**src/miu_pkg.sv**
```systemverilog
// Purpose: Shared constants of the motion interrupt unit
// Assumes: Wishbone classic slave, 32-bit data, byte addresses
// Notes:   Offsets are byte addresses of aligned words
package miu_pkg;

   // ----------------------------------------------------------------
   // Register offsets
   // ----------------------------------------------------------------
   localparam logic [7:0] MIU_OFS_X_ENABLE  = 8'h00;
   localparam logic [7:0] MIU_OFS_X_STATUS  = 8'h04;
   localparam logic [7:0] MIU_OFS_Y_ENABLE  = 8'h08;
   localparam logic [7:0] MIU_OFS_Y_STATUS  = 8'h0C;
   localparam logic [7:0] MIU_OFS_INTERP    = 8'h10;
   localparam logic [7:0] MIU_OFS_COMMAND   = 8'h14;
   localparam logic [7:0] MIU_OFS_MAIN_STAT = 8'h18;

   // ----------------------------------------------------------------
   // Axis enable and status fields
   // ----------------------------------------------------------------
   localparam int         MIU_AXIS_EVENTS   = 7;
   localparam int         MIU_EN_LSB        = 9;
   localparam int         MIU_ST_LSB        = 1;
   localparam int         MIU_EV_GE_LO      = 0;
   localparam int         MIU_EV_LT_LO      = 1;
   localparam int         MIU_EV_LT_HI      = 2;
   localparam int         MIU_EV_GE_HI      = 3;
   localparam int         MIU_EV_DEC_ENTRY  = 4;
   localparam int         MIU_EV_CONST_ENTRY = 5;
   localparam int         MIU_EV_DRIVE_DONE = 6;
   localparam logic [15:0] MIU_ENABLE_RST   = 16'h0000;

   // ----------------------------------------------------------------
   // Interpolation mode and main status fields
   // ----------------------------------------------------------------
   localparam int         MIU_CI_EN_BIT     = 14;
   localparam int         MIU_BP_EN_BIT     = 15;
   localparam logic [15:0] MIU_INTERP_RST   = 16'h0000;
   localparam int         MIU_MS_IDRV_BIT   = 8;
   localparam int         MIU_MS_NEXT_BIT   = 9;
   localparam int         MIU_MS_BPS_LSB    = 13;
   localparam int         MIU_MS_IRQ_BIT    = 15;
   localparam logic [1:0] MIU_SC_FROM       = 2'h2;
   localparam logic [1:0] MIU_SC_TO         = 2'h1;

   // ----------------------------------------------------------------
   // Command codes
   // ----------------------------------------------------------------
   localparam logic [7:0] MIU_CMD_IRQ_CLEAR = 8'h3D;
   localparam logic [7:0] MIU_CMD_INTP_LO   = 8'h30;
   localparam logic [7:0] MIU_CMD_INTP_HI   = 8'h37;
   localparam logic [7:0] MIU_CMD_BP_PUSH   = 8'h38;

endpackage

```
**src/miu_axis_if.sv**
```systemverilog
// Purpose: Enable and status link between top and one axis
// Assumes: Single clock domain
// Notes:   Clear is a one-cycle pulse from the register slave
`timescale 1ns/1ps
interface miu_axis_if;
   logic [6:0] enable;
   logic [6:0] status;
   logic       clear;

   modport core (output enable, output clear, input status);
   modport axis (input enable, input clear, output status);
endinterface

```
**src/miu_axis_events.sv**
```systemverilog
// Purpose: Event detect and status latch for one axis
// Assumes: Position and compare values synchronous to mclk
// Notes:   Compare events fire on the cycle a condition turns true
`timescale 1ns/1ps
module miu_axis_events
   import miu_pkg::*;
#(
   parameter int POS_W = 32
)(
   // Clock and reset
   input  wire logic                    mclk,
   input  wire logic                    nrst,
   // Position and compare values
   input  wire logic signed [POS_W-1:0] position,
   input  wire logic signed [POS_W-1:0] compare_lo,
   input  wire logic signed [POS_W-1:0] compare_hi,
   // Drive profile pulses
   input  wire logic                    decel_entry,
   input  wire logic                    const_speed_entry,
   input  wire logic                    drive_done,
   // Link to the register slave
   miu_axis_if.axis                     link
);

   logic [3:0] cond_now;
   logic [3:0] cond_r;
   logic [6:0] event_now;
   logic [6:0] status_r;

   // ----------------------------------------------------------------
   // Compare conditions and edge detect
   // ----------------------------------------------------------------
   always_comb begin
      cond_now[MIU_EV_GE_LO] = (position >= compare_lo);
      cond_now[MIU_EV_LT_LO] = (position <  compare_lo);
      cond_now[MIU_EV_LT_HI] = (position <  compare_hi);
      cond_now[MIU_EV_GE_HI] = (position >= compare_hi);
   end

   // Previous condition, so a steady state raises no repeated event
   always_ff @(posedge mclk) begin
      if (!nrst) begin
         cond_r <= 4'h0;
      end else begin
         cond_r <= cond_now;
      end
   end

   always_comb begin
      event_now[3:0]              = cond_now & ~cond_r;
      event_now[MIU_EV_DEC_ENTRY]   = decel_entry;
      event_now[MIU_EV_CONST_ENTRY] = const_speed_entry;
      event_now[MIU_EV_DRIVE_DONE]  = drive_done;
   end

   // ----------------------------------------------------------------
   // Status latch
   // ----------------------------------------------------------------
   // A new event in the clearing cycle survives the read clear
   always_ff @(posedge mclk) begin
      if (!nrst) begin
         status_r <= 7'h00;
      end else begin
         status_r <= (link.clear ? 7'h00 : status_r)
                   | (event_now & link.enable);
      end
   end

   assign link.status = status_r;

endmodule

```
**src/miu_top.sv**
```systemverilog
// Purpose: Interrupt unit of a two-axis pulse motion controller
// Assumes: Wishbone classic slave on mclk; axis core inputs synchronous
// Notes:   Interrupt pin is open drain, driven low only while pending
`timescale 1ns/1ps

module miu_top
   import miu_pkg::*;
#(
   parameter int POS_W = 32
)(
   // Clock and reset
   input  wire logic                    mclk,
   input  wire logic                    nrst,
   // Wishbone classic slave
   input  wire logic                    wb_cyc_i,
   input  wire logic                    wb_stb_i,
   input  wire logic                    wb_we_i,
   input  wire logic [7:0]              wb_adr_i,
   input  wire logic [3:0]              wb_sel_i,
   input  wire logic [31:0]             wb_dat_i,
   output logic      [31:0]             wb_dat_o,
   output logic                         wb_ack_o,
   // X axis core
   input  wire logic signed [POS_W-1:0] x_position,
   input  wire logic signed [POS_W-1:0] x_compare_lo,
   input  wire logic signed [POS_W-1:0] x_compare_hi,
   input  wire logic                    x_decel_entry,
   input  wire logic                    x_const_speed_entry,
   input  wire logic                    x_drive_done,
   // Y axis core
   input  wire logic signed [POS_W-1:0] y_position,
   input  wire logic signed [POS_W-1:0] y_compare_lo,
   input  wire logic signed [POS_W-1:0] y_compare_hi,
   input  wire logic                    y_decel_entry,
   input  wire logic                    y_const_speed_entry,
   input  wire logic                    y_drive_done,
   // Interpolation core
   input  wire logic                    interp_active,
   input  wire logic                    next_segment_ready,
   input  wire logic [1:0]              stack_counter,
   input  wire logic [1:0]              bitpat_stack_state,
   // Command strobe to the rest of the device
   output logic      [7:0]              cmd_code,
   output logic                         cmd_stb,
   // Open-drain interrupt pin
   output logic                         host_irq_line_n_o,
   output logic                         host_irq_line_n_oe
);

   // ----------------------------------------------------------------
   // Declarations
   // ----------------------------------------------------------------
   typedef enum logic [2:0] {
      MIU_SEL_NONE,
      MIU_SEL_X_EN,
      MIU_SEL_X_ST,
      MIU_SEL_Y_EN,
      MIU_SEL_Y_ST,
      MIU_SEL_INTERP,
      MIU_SEL_CMD,
      MIU_SEL_MAIN
   } miu_sel_t;

   miu_axis_if x_link ();
   miu_axis_if y_link ();

   miu_sel_t    sel_now;
   logic        req_now;
   logic        wr_now;
   logic        rd_now;
   logic [15:0] wr_half;
   logic [15:0] x_enable_r;
   logic [15:0] y_enable_r;
   logic [15:0] interp_mode_r;
   logic        x_clear_now;
   logic        y_clear_now;
   logic        ack_r;
   logic [31:0] rdata_r;
   logic [31:0] rdata_nxt;
   logic [7:0]  cmd_code_r;
   logic        cmd_stb_r;
   logic        cmd_intp_now;
   logic        cmd_bp_now;
   logic        cmd_clr_now;
   logic        next_ready_r;
   logic [1:0]  stack_r;
   logic        interp_active_r;
   logic        interp_end_now;
   logic        ci_set_now;
   logic        bp_set_now;
   logic        ci_pend_r;
   logic        bp_pend_r;
   logic        axis_pend_now;
   logic        irq_oe_r;

   // ----------------------------------------------------------------
   // Axis event blocks
   // ----------------------------------------------------------------
   miu_axis_events #(
      .POS_W             (POS_W)
   ) u_x_axis (
      .mclk              (mclk),
      .nrst              (nrst),
      .position          (x_position),
      .compare_lo        (x_compare_lo),
      .compare_hi        (x_compare_hi),
      .decel_entry       (x_decel_entry),
      .const_speed_entry (x_const_speed_entry),
      .drive_done        (x_drive_done),
      .link              (x_link.axis)
   );

   miu_axis_events #(
      .POS_W             (POS_W)
   ) u_y_axis (
      .mclk              (mclk),
      .nrst              (nrst),
      .position          (y_position),
      .compare_lo        (y_compare_lo),
      .compare_hi        (y_compare_hi),
      .decel_entry       (y_decel_entry),
      .const_speed_entry (y_const_speed_entry),
      .drive_done        (y_drive_done),
      .link              (y_link.axis)
   );

   // Enable fields sit in the upper byte of each axis enable word
   assign x_link.enable = x_enable_r[MIU_EN_LSB +: MIU_AXIS_EVENTS];
   assign y_link.enable = y_enable_r[MIU_EN_LSB +: MIU_AXIS_EVENTS];
   assign x_link.clear  = x_clear_now;
   assign y_link.clear  = y_clear_now;

   // ----------------------------------------------------------------
   // Bus decode
   // ----------------------------------------------------------------
   // Request is taken only in the cycle before ack rises
   assign req_now = wb_cyc_i & wb_stb_i & ~ack_r;
   assign wr_now  = req_now & wb_we_i;
   assign rd_now  = req_now & ~wb_we_i;

   always_comb begin
      case (wb_adr_i)
         MIU_OFS_X_ENABLE:  sel_now = MIU_SEL_X_EN;
         MIU_OFS_X_STATUS:  sel_now = MIU_SEL_X_ST;
         MIU_OFS_Y_ENABLE:  sel_now = MIU_SEL_Y_EN;
         MIU_OFS_Y_STATUS:  sel_now = MIU_SEL_Y_ST;
         MIU_OFS_INTERP:    sel_now = MIU_SEL_INTERP;
         MIU_OFS_COMMAND:   sel_now = MIU_SEL_CMD;
         MIU_OFS_MAIN_STAT: sel_now = MIU_SEL_MAIN;
         default:           sel_now = MIU_SEL_NONE;
      endcase
   end

   // Byte lanes above bit 15 address nothing and are dropped
   always_comb begin
      wr_half[7:0]  = wb_sel_i[0] ? wb_dat_i[7:0]  : 8'h00;
      wr_half[15:8] = wb_sel_i[1] ? wb_dat_i[15:8] : 8'h00;
   end

   // ----------------------------------------------------------------
   // Acknowledge
   // ----------------------------------------------------------------
   // One wait state; ack drops the cycle after it is given
   always_ff @(posedge mclk) begin
      if (!nrst) begin
         ack_r <= 1'b0;
      end else begin
         ack_r <= req_now;
      end
   end

   // ----------------------------------------------------------------
   // Enable registers
   // ----------------------------------------------------------------
   // Per-lane update keeps the other byte of a half-word write intact
   always_ff @(posedge mclk) begin
      if (!nrst) begin
         x_enable_r    <= MIU_ENABLE_RST;
         y_enable_r    <= MIU_ENABLE_RST;
         interp_mode_r <= MIU_INTERP_RST;
      end else if (wr_now) begin
         if (sel_now == MIU_SEL_X_EN) begin
            if (wb_sel_i[0]) x_enable_r[7:0]  <= wr_half[7:0];
            if (wb_sel_i[1]) x_enable_r[15:8] <= wr_half[15:8];
         end
         if (sel_now == MIU_SEL_Y_EN) begin
            if (wb_sel_i[0]) y_enable_r[7:0]  <= wr_half[7:0];
            if (wb_sel_i[1]) y_enable_r[15:8] <= wr_half[15:8];
         end
         if (sel_now == MIU_SEL_INTERP) begin
            if (wb_sel_i[0]) interp_mode_r[7:0]  <= wr_half[7:0];
            if (wb_sel_i[1]) interp_mode_r[15:8] <= wr_half[15:8];
         end
      end
   end

   // ----------------------------------------------------------------
   // Read-clear of axis status
   // ----------------------------------------------------------------
   // Clear lands on the edge that takes the read snapshot, so an
   // event latched one edge earlier cannot be wiped unread
   assign x_clear_now = rd_now & (sel_now == MIU_SEL_X_ST);
   assign y_clear_now = rd_now & (sel_now == MIU_SEL_Y_ST);

   // ----------------------------------------------------------------
   // Read data
   // ----------------------------------------------------------------
   // Enable and command words are write-only and read as zero
   always_comb begin
      rdata_nxt = 32'h0000_0000;
      case (sel_now)
         MIU_SEL_X_ST: begin
            rdata_nxt[MIU_ST_LSB +: MIU_AXIS_EVENTS] = x_link.status;
         end
         MIU_SEL_Y_ST: begin
            rdata_nxt[MIU_ST_LSB +: MIU_AXIS_EVENTS] = y_link.status;
         end
         MIU_SEL_INTERP: begin
            rdata_nxt[15:0] = interp_mode_r;
         end
         MIU_SEL_MAIN: begin
            rdata_nxt[MIU_MS_IDRV_BIT]      = interp_active;
            rdata_nxt[MIU_MS_NEXT_BIT]      = next_segment_ready;
            rdata_nxt[MIU_MS_BPS_LSB +: 2]  = bitpat_stack_state;
            rdata_nxt[MIU_MS_IRQ_BIT]       = irq_oe_r;
         end
         default: begin
            rdata_nxt = 32'h0000_0000;
         end
      endcase
   end

   always_ff @(posedge mclk) begin
      if (!nrst) begin
         rdata_r <= 32'h0000_0000;
      end else if (rd_now) begin
         rdata_r <= rdata_nxt;
      end else begin
         rdata_r <= 32'h0000_0000;
      end
   end

   // ----------------------------------------------------------------
   // Command register
   // ----------------------------------------------------------------
   // Only the low byte carries a command; other lanes are ignored
   always_comb begin
      cmd_clr_now  = 1'b0;
      cmd_intp_now = 1'b0;
      cmd_bp_now   = 1'b0;
      if (wr_now && sel_now == MIU_SEL_CMD && wb_sel_i[0]) begin
         cmd_clr_now  = (wb_dat_i[7:0] == MIU_CMD_IRQ_CLEAR);
         cmd_intp_now = (wb_dat_i[7:0] >= MIU_CMD_INTP_LO) && (wb_dat_i[7:0] <= MIU_CMD_INTP_HI);
         cmd_bp_now   = (wb_dat_i[7:0] == MIU_CMD_BP_PUSH);
      end
   end

   // Command code is passed on so the motion core can act on it
   always_ff @(posedge mclk) begin
      if (!nrst) begin
         cmd_code_r <= 8'h00;
         cmd_stb_r  <= 1'b0;
      end else begin
         cmd_stb_r <= wr_now & (sel_now == MIU_SEL_CMD) & wb_sel_i[0];
         if (wr_now && sel_now == MIU_SEL_CMD && wb_sel_i[0]) begin
            cmd_code_r <= wb_dat_i[7:0];
         end
      end
   end

   // ----------------------------------------------------------------
   // Interpolation event detect
   // ----------------------------------------------------------------
   always_ff @(posedge mclk) begin
      if (!nrst) begin
         next_ready_r    <= 1'b0;
         stack_r         <= 2'h0;
         interp_active_r <= 1'b0;
      end else begin
         next_ready_r    <= next_segment_ready;
         stack_r         <= stack_counter;
         interp_active_r <= interp_active;
      end
   end

   // Edge on next-ready, so a held level does not re-arm after clear
   assign ci_set_now     = interp_mode_r[MIU_CI_EN_BIT] & interp_active
                         & next_segment_ready & ~next_ready_r;
   assign bp_set_now     = interp_mode_r[MIU_BP_EN_BIT] & interp_active
                         & (stack_r == MIU_SC_FROM)
                         & (stack_counter == MIU_SC_TO);
   assign interp_end_now = interp_active_r & ~interp_active;

   // ----------------------------------------------------------------
   // Interpolation pending flags
   // ----------------------------------------------------------------
   // Set beats every clear source in the same cycle
   always_ff @(posedge mclk) begin
      if (!nrst) begin
         ci_pend_r <= 1'b0;
      end else if (ci_set_now) begin
         ci_pend_r <= 1'b1;
      end else if (cmd_intp_now || cmd_clr_now || interp_end_now) begin
         ci_pend_r <= 1'b0;
      end
   end

   always_ff @(posedge mclk) begin
      if (!nrst) begin
         bp_pend_r <= 1'b0;
      end else if (bp_set_now) begin
         bp_pend_r <= 1'b1;
      end else if (cmd_bp_now || cmd_clr_now || interp_end_now) begin
         bp_pend_r <= 1'b0;
      end
   end

   // ----------------------------------------------------------------
   // Interrupt line
   // ----------------------------------------------------------------
   // Status gated again by enable, so masking later also releases
   assign axis_pend_now = |(x_link.status & x_link.enable)
                        | |(y_link.status & y_link.enable);

   // Registered combine costs one cycle of latency on the pin
   always_ff @(posedge mclk) begin
      if (!nrst) begin
         irq_oe_r <= 1'b0;
      end else begin
         irq_oe_r <= axis_pend_now
                   | (ci_pend_r & interp_mode_r[MIU_CI_EN_BIT])
                   | (bp_pend_r & interp_mode_r[MIU_BP_EN_BIT]);
      end
   end

   // ----------------------------------------------------------------
   // Outputs
   // ----------------------------------------------------------------
   assign wb_ack_o           = ack_r;
   assign wb_dat_o           = rdata_r;
   assign cmd_code           = cmd_code_r;
   assign cmd_stb            = cmd_stb_r;
   assign host_irq_line_n_o  = 1'b0;      // Open drain: only ever pulls low
   assign host_irq_line_n_oe = irq_oe_r;

endmodule

```
**config.mk**
```make
export PLATFORM = sky130hd
export DESIGN_NAME = miu_top
export DESIGN_NICKNAME = d
export VERILOG_FILES = /design/src/miu_pkg.sv /design/src/miu_axis_if.sv /design/src/miu_axis_events.sv /design/src/miu_top.sv
export SDC_FILE = /design/constraint.sdc
export NUM_CORES = 1
export LEC_CHECK = 0
export BUFFER_PORTS_ARGS = -buffer_cell sky130_fd_sc_hd__buf_2
export CORE_MARGIN = 5
export CORE_UTILIZATION = 30
export CTS_BUF_LIST = sky130_fd_sc_hd__clkbuf_4
export DETAILED_ROUTE_END_ITERATION = 12
export HOLD_SLACK_MARGIN = 0.08
export PLACE_DENSITY = 0.67
export RECOVER_POWER = 25
export SYNTH_ARGS = -nofsm -noshare
export SYNTH_HDL_FRONTEND = slang
export SYNTH_HIERARCHICAL = 1
export SYNTH_SLANG_ARGS = --single-unit
```
**constraint.sdc**
```tcl
create_clock -name mclk -period 3.45 [get_ports mclk]
set_clock_uncertainty 0.05 [all_clocks]
set_input_delay 0.5175 -clock mclk [delete_from_list [all_inputs] [get_ports mclk]]
set_output_delay 0.5175 -clock mclk [all_outputs]
set_load 0.05 [all_outputs]
```
# [Yosys cells after proc, flatten, opt, wreduce, memory -nomap -nowiden]
# Cells that the tools add are included.
[word_totals] reg_bits=103 latchBits=0 ramBits=0 rom_bits=0 in_bits=253 out_inout_bits=44 word_cells=112 n_memories=0
[classes] addsub=0 n_mul=0 n_div=0 n_lt_le_gt_ge=10 eq_ne=17 shift=0 n_mux=13 n_bitwise=34 n_reduce_logical=18
[ops] op="32-bit greater-or-equal comparator" n=4
[ops] op="32-bit less-than comparator" n=4
[ops] op="7-bit AND" n=4
[ops] op="8-bit by 5-bit == test with 1-bit output, second input constant" n=3
[ops] op="3-bit one-hot mux with 7 select lines" n=1
[ops] op="7-bit one-hot mux with 3 select lines" n=1
[ops] op="1-bit AND" n=17
[ops] op="8-bit by 4-bit == test with 1-bit output, second input constant" n=2
[ops] op="8-bit by 6-bit == test with 1-bit output, second input constant" n=2
[ops] op="3-bit AND reduction" n=5
[ops] op="7-bit two-way mux" n=2
[ops] op="7-bit bitwise OR" n=2
[ops] op="7-bit OR reduction" n=2
[ops] op="3-bit == test, second input constant" n=4
[ops] op="4-bit AND" n=2
[ops] op="8-bit by 3-bit == test with 1-bit output, second input constant" n=1
[ops] op="8-bit by 6-bit greater-or-equal comparator with 1-bit output, second input constant" n=1
[ops] op="8-bit by 6-bit <= comparator with 1-bit output, second input constant" n=1
[ops] op="8-bit logical NOT" n=1
[ops] op="4-bit inverter" n=2
[ops] op="1-bit two-way mux" n=7
[ops] op="3-bit by 2-bit == test with 1-bit output, second input constant" n=2
[ops] op="3-bit one-hot mux with 2 select lines" n=1
[ops] op="1-bit logical OR" n=4
[ops] op="other kinds (9)" n=17

# [Depth between registers and ports, before layout]
[depth] word_depth=10 mapped_depth=9 depth_no_buf=9

# [By module]
# The synthesis kept the hierarchy.
[by_module_without_submodules] mod="miu_top" instances=1 cells_per_inst=280 area_each_um2=2652.5 seq_area_each_um2=1261.2
[by_module_without_submodules] mod="miu_axis_events (u_x_axis)" instances=1 cells_per_inst=262 area_each_um2=2014.4 seq_area_each_um2=220.2
[by_module_without_submodules] mod="miu_axis_events (u_y_axis)" instances=1 cells_per_inst=268 area_each_um2=2010.7 seq_area_each_um2=220.2

# [Least setup slack after synthesis]
# Ideal clock, no wire load.
[synth_path] path_type="input-to-reg" from="input port y_compare_lo[14]" to="register u_y_axis.status_r[0] (netlist: u_y_axis/link.status[0])" setup_ps=115 t_arrival_ps=2395 required_time_ps=3285 path_slack_ps=890 stages=8 path_buffers=0 path_cell_list="inv_1 ha_1 and3_4 a221o_1 a221o_1 a221oi_2 mux2_4 a21bo_2"
[synth_via] elab_chain_cells=4
[synth_lines] item="from (decl)" line_no="miu_top.sv:32" rtl="input wire logic signed [POS_W-1:0] y_compare_lo,"
[synth_lines] item="32-bit greater-or-equal comparator" line_no="miu_axis_events.sv:34" rtl="cond_now[MIU_EV_GE_LO] = (position >= compare_lo);"
[synth_lines] item="4-bit AND" line_no="miu_axis_events.sv:50" rtl="event_now[3:0] = cond_now & ~cond_r;"
[synth_lines] item="7-bit AND" line_no="miu_axis_events.sv:65" rtl="| (event_now & link.enable);"
[synth_lines] item="7-bit bitwise OR" line_no="miu_axis_events.sv:65"
[synth_lines] item="to (signal assigned)" line_no="miu_axis_events.sv:64" rtl="status_r <= (link.clear ? 7'h00 : status_r)"
[synth_lines] item="to (decl)" line_no="miu_axis_events.sv:28" rtl="logic [6:0] status_r;"
# Every way passes these cells.
# A chain may end at the register's enable or synchronous reset.

==> impl_metrics.py <==
metrics = {
    "pwr": {
        "switching_power_w": 0.000696,
        "p_clk_frac": 0.238,
        "power_frac_seq": 0.472,
        "combPwrFrac": 0.290,
        "leakage_nw": 4.34,
        "switching_share": 0.330,
        "cell_internal_pwr_w": 0.00142,
        "vdd.ir_drop.worst_mv": 0.145,
        "power_density_nw_per_um2": 254,
        "finalPower_w": 0.00211,
    },
    "worst_setup_path": {
        "r2r_end": "ci_pend_r",
        "cpMaxStageDelayCell": "clkbuf_1",
        "crit_type": "input port to flip-flop",
        "reg2reg_slack_ns": 1.54,
        "cp_cell_sequence": "clkbuf_1 > clkbuf_1 > nand2_1 > o21ai_0",
        "path_max_fanout": 38,
        "crit_arrival_ns": 2.96,
        "critPathMostFrequentCell": "clkbuf_1",
        "cp.required_ns": 3.74,
        "critPathCaptureType": "flip-flop",
        "worstReg2RegStart": "wb_ack_o",
        "start_kind": "input port",
        "cpPeakStageDelay_ns": 1.15,
        "reg2reg_depth": 4,
    },
    "yosys": {
        "synth_top_area_share": 0.255,
        "synth_top_area_cell": "dfxtp_1",
        "synth_edf_count": 0,
        "yosys_warnings": 6,
        "synth_area_um2": 6680,
        "synth_cell_types": 66,
        "ys.flop_type": "dfxtp_1",
        "ys_ff_latch": 85,
        "yosysMostFrequentCell": "inv_1",
        "synth_cells": 810,
        "yosysSeqAreaShare": 0.255,
        "async_flop_share": 0,
        "synth_area_leaders": "dfxtp_1 (25%), ha_1 (24%), inv_1 (7.6%)",
        "netlist_top_cells_count": "inv_1 (135), ha_1 (128), dfxtp_1 (85), nand2_1 (52), a21oi_1 (49)",
        "syn_avg_cell_area_um2": 8.24,
    },
    "grt": {
        "grt_max_degree": 39,
        "grt_antenna_before_repair": 1,
        "grt_pass1_vias": 6538,
        "grt.total_usage": 0.145,
        "grt_pass1_wl_mm": 31.2,
        "gr-total-overflow": 0,
    },
    "floorplanning": {
        "initial_core_util": 0.305,
        "core_um2": 21900,
        "dieWidth_um": 159,
        "rows": 54,
        "fp.dieH_um": 159,
        "dieArea_um2": 25300,
        "io_pins": 297,
    },
    "cts": {
        "cts_buffers": 9,
        "numClockSinks": 85,
        "clk_latency_ns": 0.42,
        "tritoncts": "built",
        "cts_max_level": 3,
        "cts_buffer_depth": 2,
        "clk_pin_slew_worst_paths_ns": 0.14,
        "hold_buffers": 0,
        "cts-root-buf": "clkbuf_4",
        "cts_setup_buffers": 0,
        "cts_repair_resize_count": 0,
    },
    "worst_hold_path": {
        "min_path_type": "input port to flip-flop",
        "holdPathEnd": "stack_r[1]",
        "min_path_cells": 2,
        "hold_start": "stack_counter[1]",
    },
    "timing": {
        "period_minus_slack_ns": 2.67,
        "finalMaxSlewViolations": 39,
        "fin_tns_setup_ns": 0,
        "max_freq_ghz": 0.375,
        "rsz0062_at_grt": "no",
        "post-route-period-util": 0.773,
        "worst_slew_pin_slew_ns": 1.62,
        "finalSetupViolations": 0,
        "fin_ws_ns": 0.784,
        "hold_viol": 0,
        "max_slew_margin": -0.0828,
    },
    "placement": {
        "gp_congestion": 0.813,
        "place_ws_ns": 0.606,
        "portBuffers": 261,
        "dp_hpwl_mm": 17.0,
    },
    "outcome": {
        "status": "finished with violations",
        "violations": "capacitance limit, slew limit",
    },
    "route": {
        "firstDrtPassIters": 4,
        "postRouteAntennaNets": 0,
        "wl_per_cell_um": 14.2,
        "drtIter0Drc": 187,
        "drt_wl_total_mm": 19.3,
        "via_per_inst": 4.72,
        "via_count": 6403,
        "drcViolationCount": 0,
    },
    "cells_and_area": {
        "drive_above_1_share": 0.269,
        "finalNetCount": 1451,
        "syn_to_final_growth_pct": 24.5,
    },
    "run": {
        "drv_cap": 1,
    },
}
-- layout make-up --
| cell class | count | area, um^2 |
|---|---|---|
| antenna | 1 | 2.50 |
| clock buffer | 9 | 67.6 |
| clock inverter | 7 | 48.8 |
| sequential | 85 | 1700 |
| inverter | 135 | 507 |
| multi-input combinational | 573 | 4310 |
| tap | 280 | 350 |
| fill | 2339 | 13600 |
| timing repair buffer | 266 | 1320 |
-- power groups by stage --
stage               registers, W  clock network, W  logic, W
floorplan                0.00102                 0  0.000377
global placement         0.00102                 0  0.000599
detailed placement       0.00102                 0  0.000615
CTS                     0.000997          0.000517  0.000618
global route            0.000999          0.000556  0.000702
finish                  0.000997          0.000503  0.000613
-- state kept, by name, indices dropped and copies added, names as in the netlist, 2 cells and up --
name and cells:
cmd_code 8, interp_mode_r 16, stack_r 2, u_x_axis/cond_r 4, u_x_axis/link.status 7, u_y_axis/cond_r 4, u_y_axis/link.status 7, wb_dat_o 16
x_enable_r 7, y_enable_r 7
-- cell families (layout without fill, tap and decap cells) --
group / count (synthesis) / after routing / share of synthesized area
and+or+nand+nor: 229 / 229 / 0.197
AOI/OAI and AO/OA: 182 / 182 / 0.173
buffers and inverters: 168 / 417 / 0.108
adders and majority gates: 128 / 128 / 0.240
DFF: 85 / 85 / 0.255
muxes: 16 / 16 / 0.0260
other: 1 / 18 / 0.000562
xor gates and xnor gates: 1 / 1 / 0.00131
-- cell usage in the layout, fill, tap and decap left out, drive strengths merged, types with 4 or more instances in the layout --
cell    count
buf       249
inv       137
ha        128
dfxtp      85
o21ai      60
nand2      52
a21oi      49
nand3      47
nor2       29
clkbuf     26
nand4      25
nor2b      20
conb       17
a22oi      16
and2       13
a21o       10
a211oi      9
mux2i       8
mux2        8
nand3b      5
a22o        5
a221oi      5
and4        4
nand2b      4
o31ai       4
and3        4
nor4b       4
nor3b       4
-- per-stage QoR --
step	util	cell area [um^2]	cells	hold slack, ns
finish	0.380	8310	1356	0.250
global route	0.380	8310	1356	0.255
CTS	0.381	8330	1355	0.229
detailed placement	0.375	8220	1339	0.394
global placement	0.375	8220	1339	0.389
floorplan	-	6740	826	0.379
-- worst max path at each step --
stage	from	endpoint	slack (ns)	cells after the start
global placement	x_position[7]	u_x_axis/cond_r[0]	0.64	8
detailed placement	y_compare_hi[15]	u_y_axis/cond_r[3]	0.61	9
floorplan	y_compare_lo[14]	u_y_axis/link.status[0]	0.89	8
global route	nrst	y_enable_r[11]	0.52	4
finish	nrst	y_enable_r[11]	0.78	4
CTS	y_compare_hi[15]	u_y_axis/cond_r[3]	1.08	9
-- worst max-delay path, delay by kind of cell --
family	cells	cell delay (ns)
AO/OA/AOI/OAI	1	0.22
buffers and inverters	2	1.91
AND/OR/NAND/NOR	1	0.29
-- metal layers --
layer  track usage  wire, um  vias up
met2         0.261      9390      187
met4        0.0326       253        0
met1         0.179      8490     2848
li1              -         -     3346
met5             0         0        -
met3        0.0261      1150       22
Power figures use the tool's default switching activity.
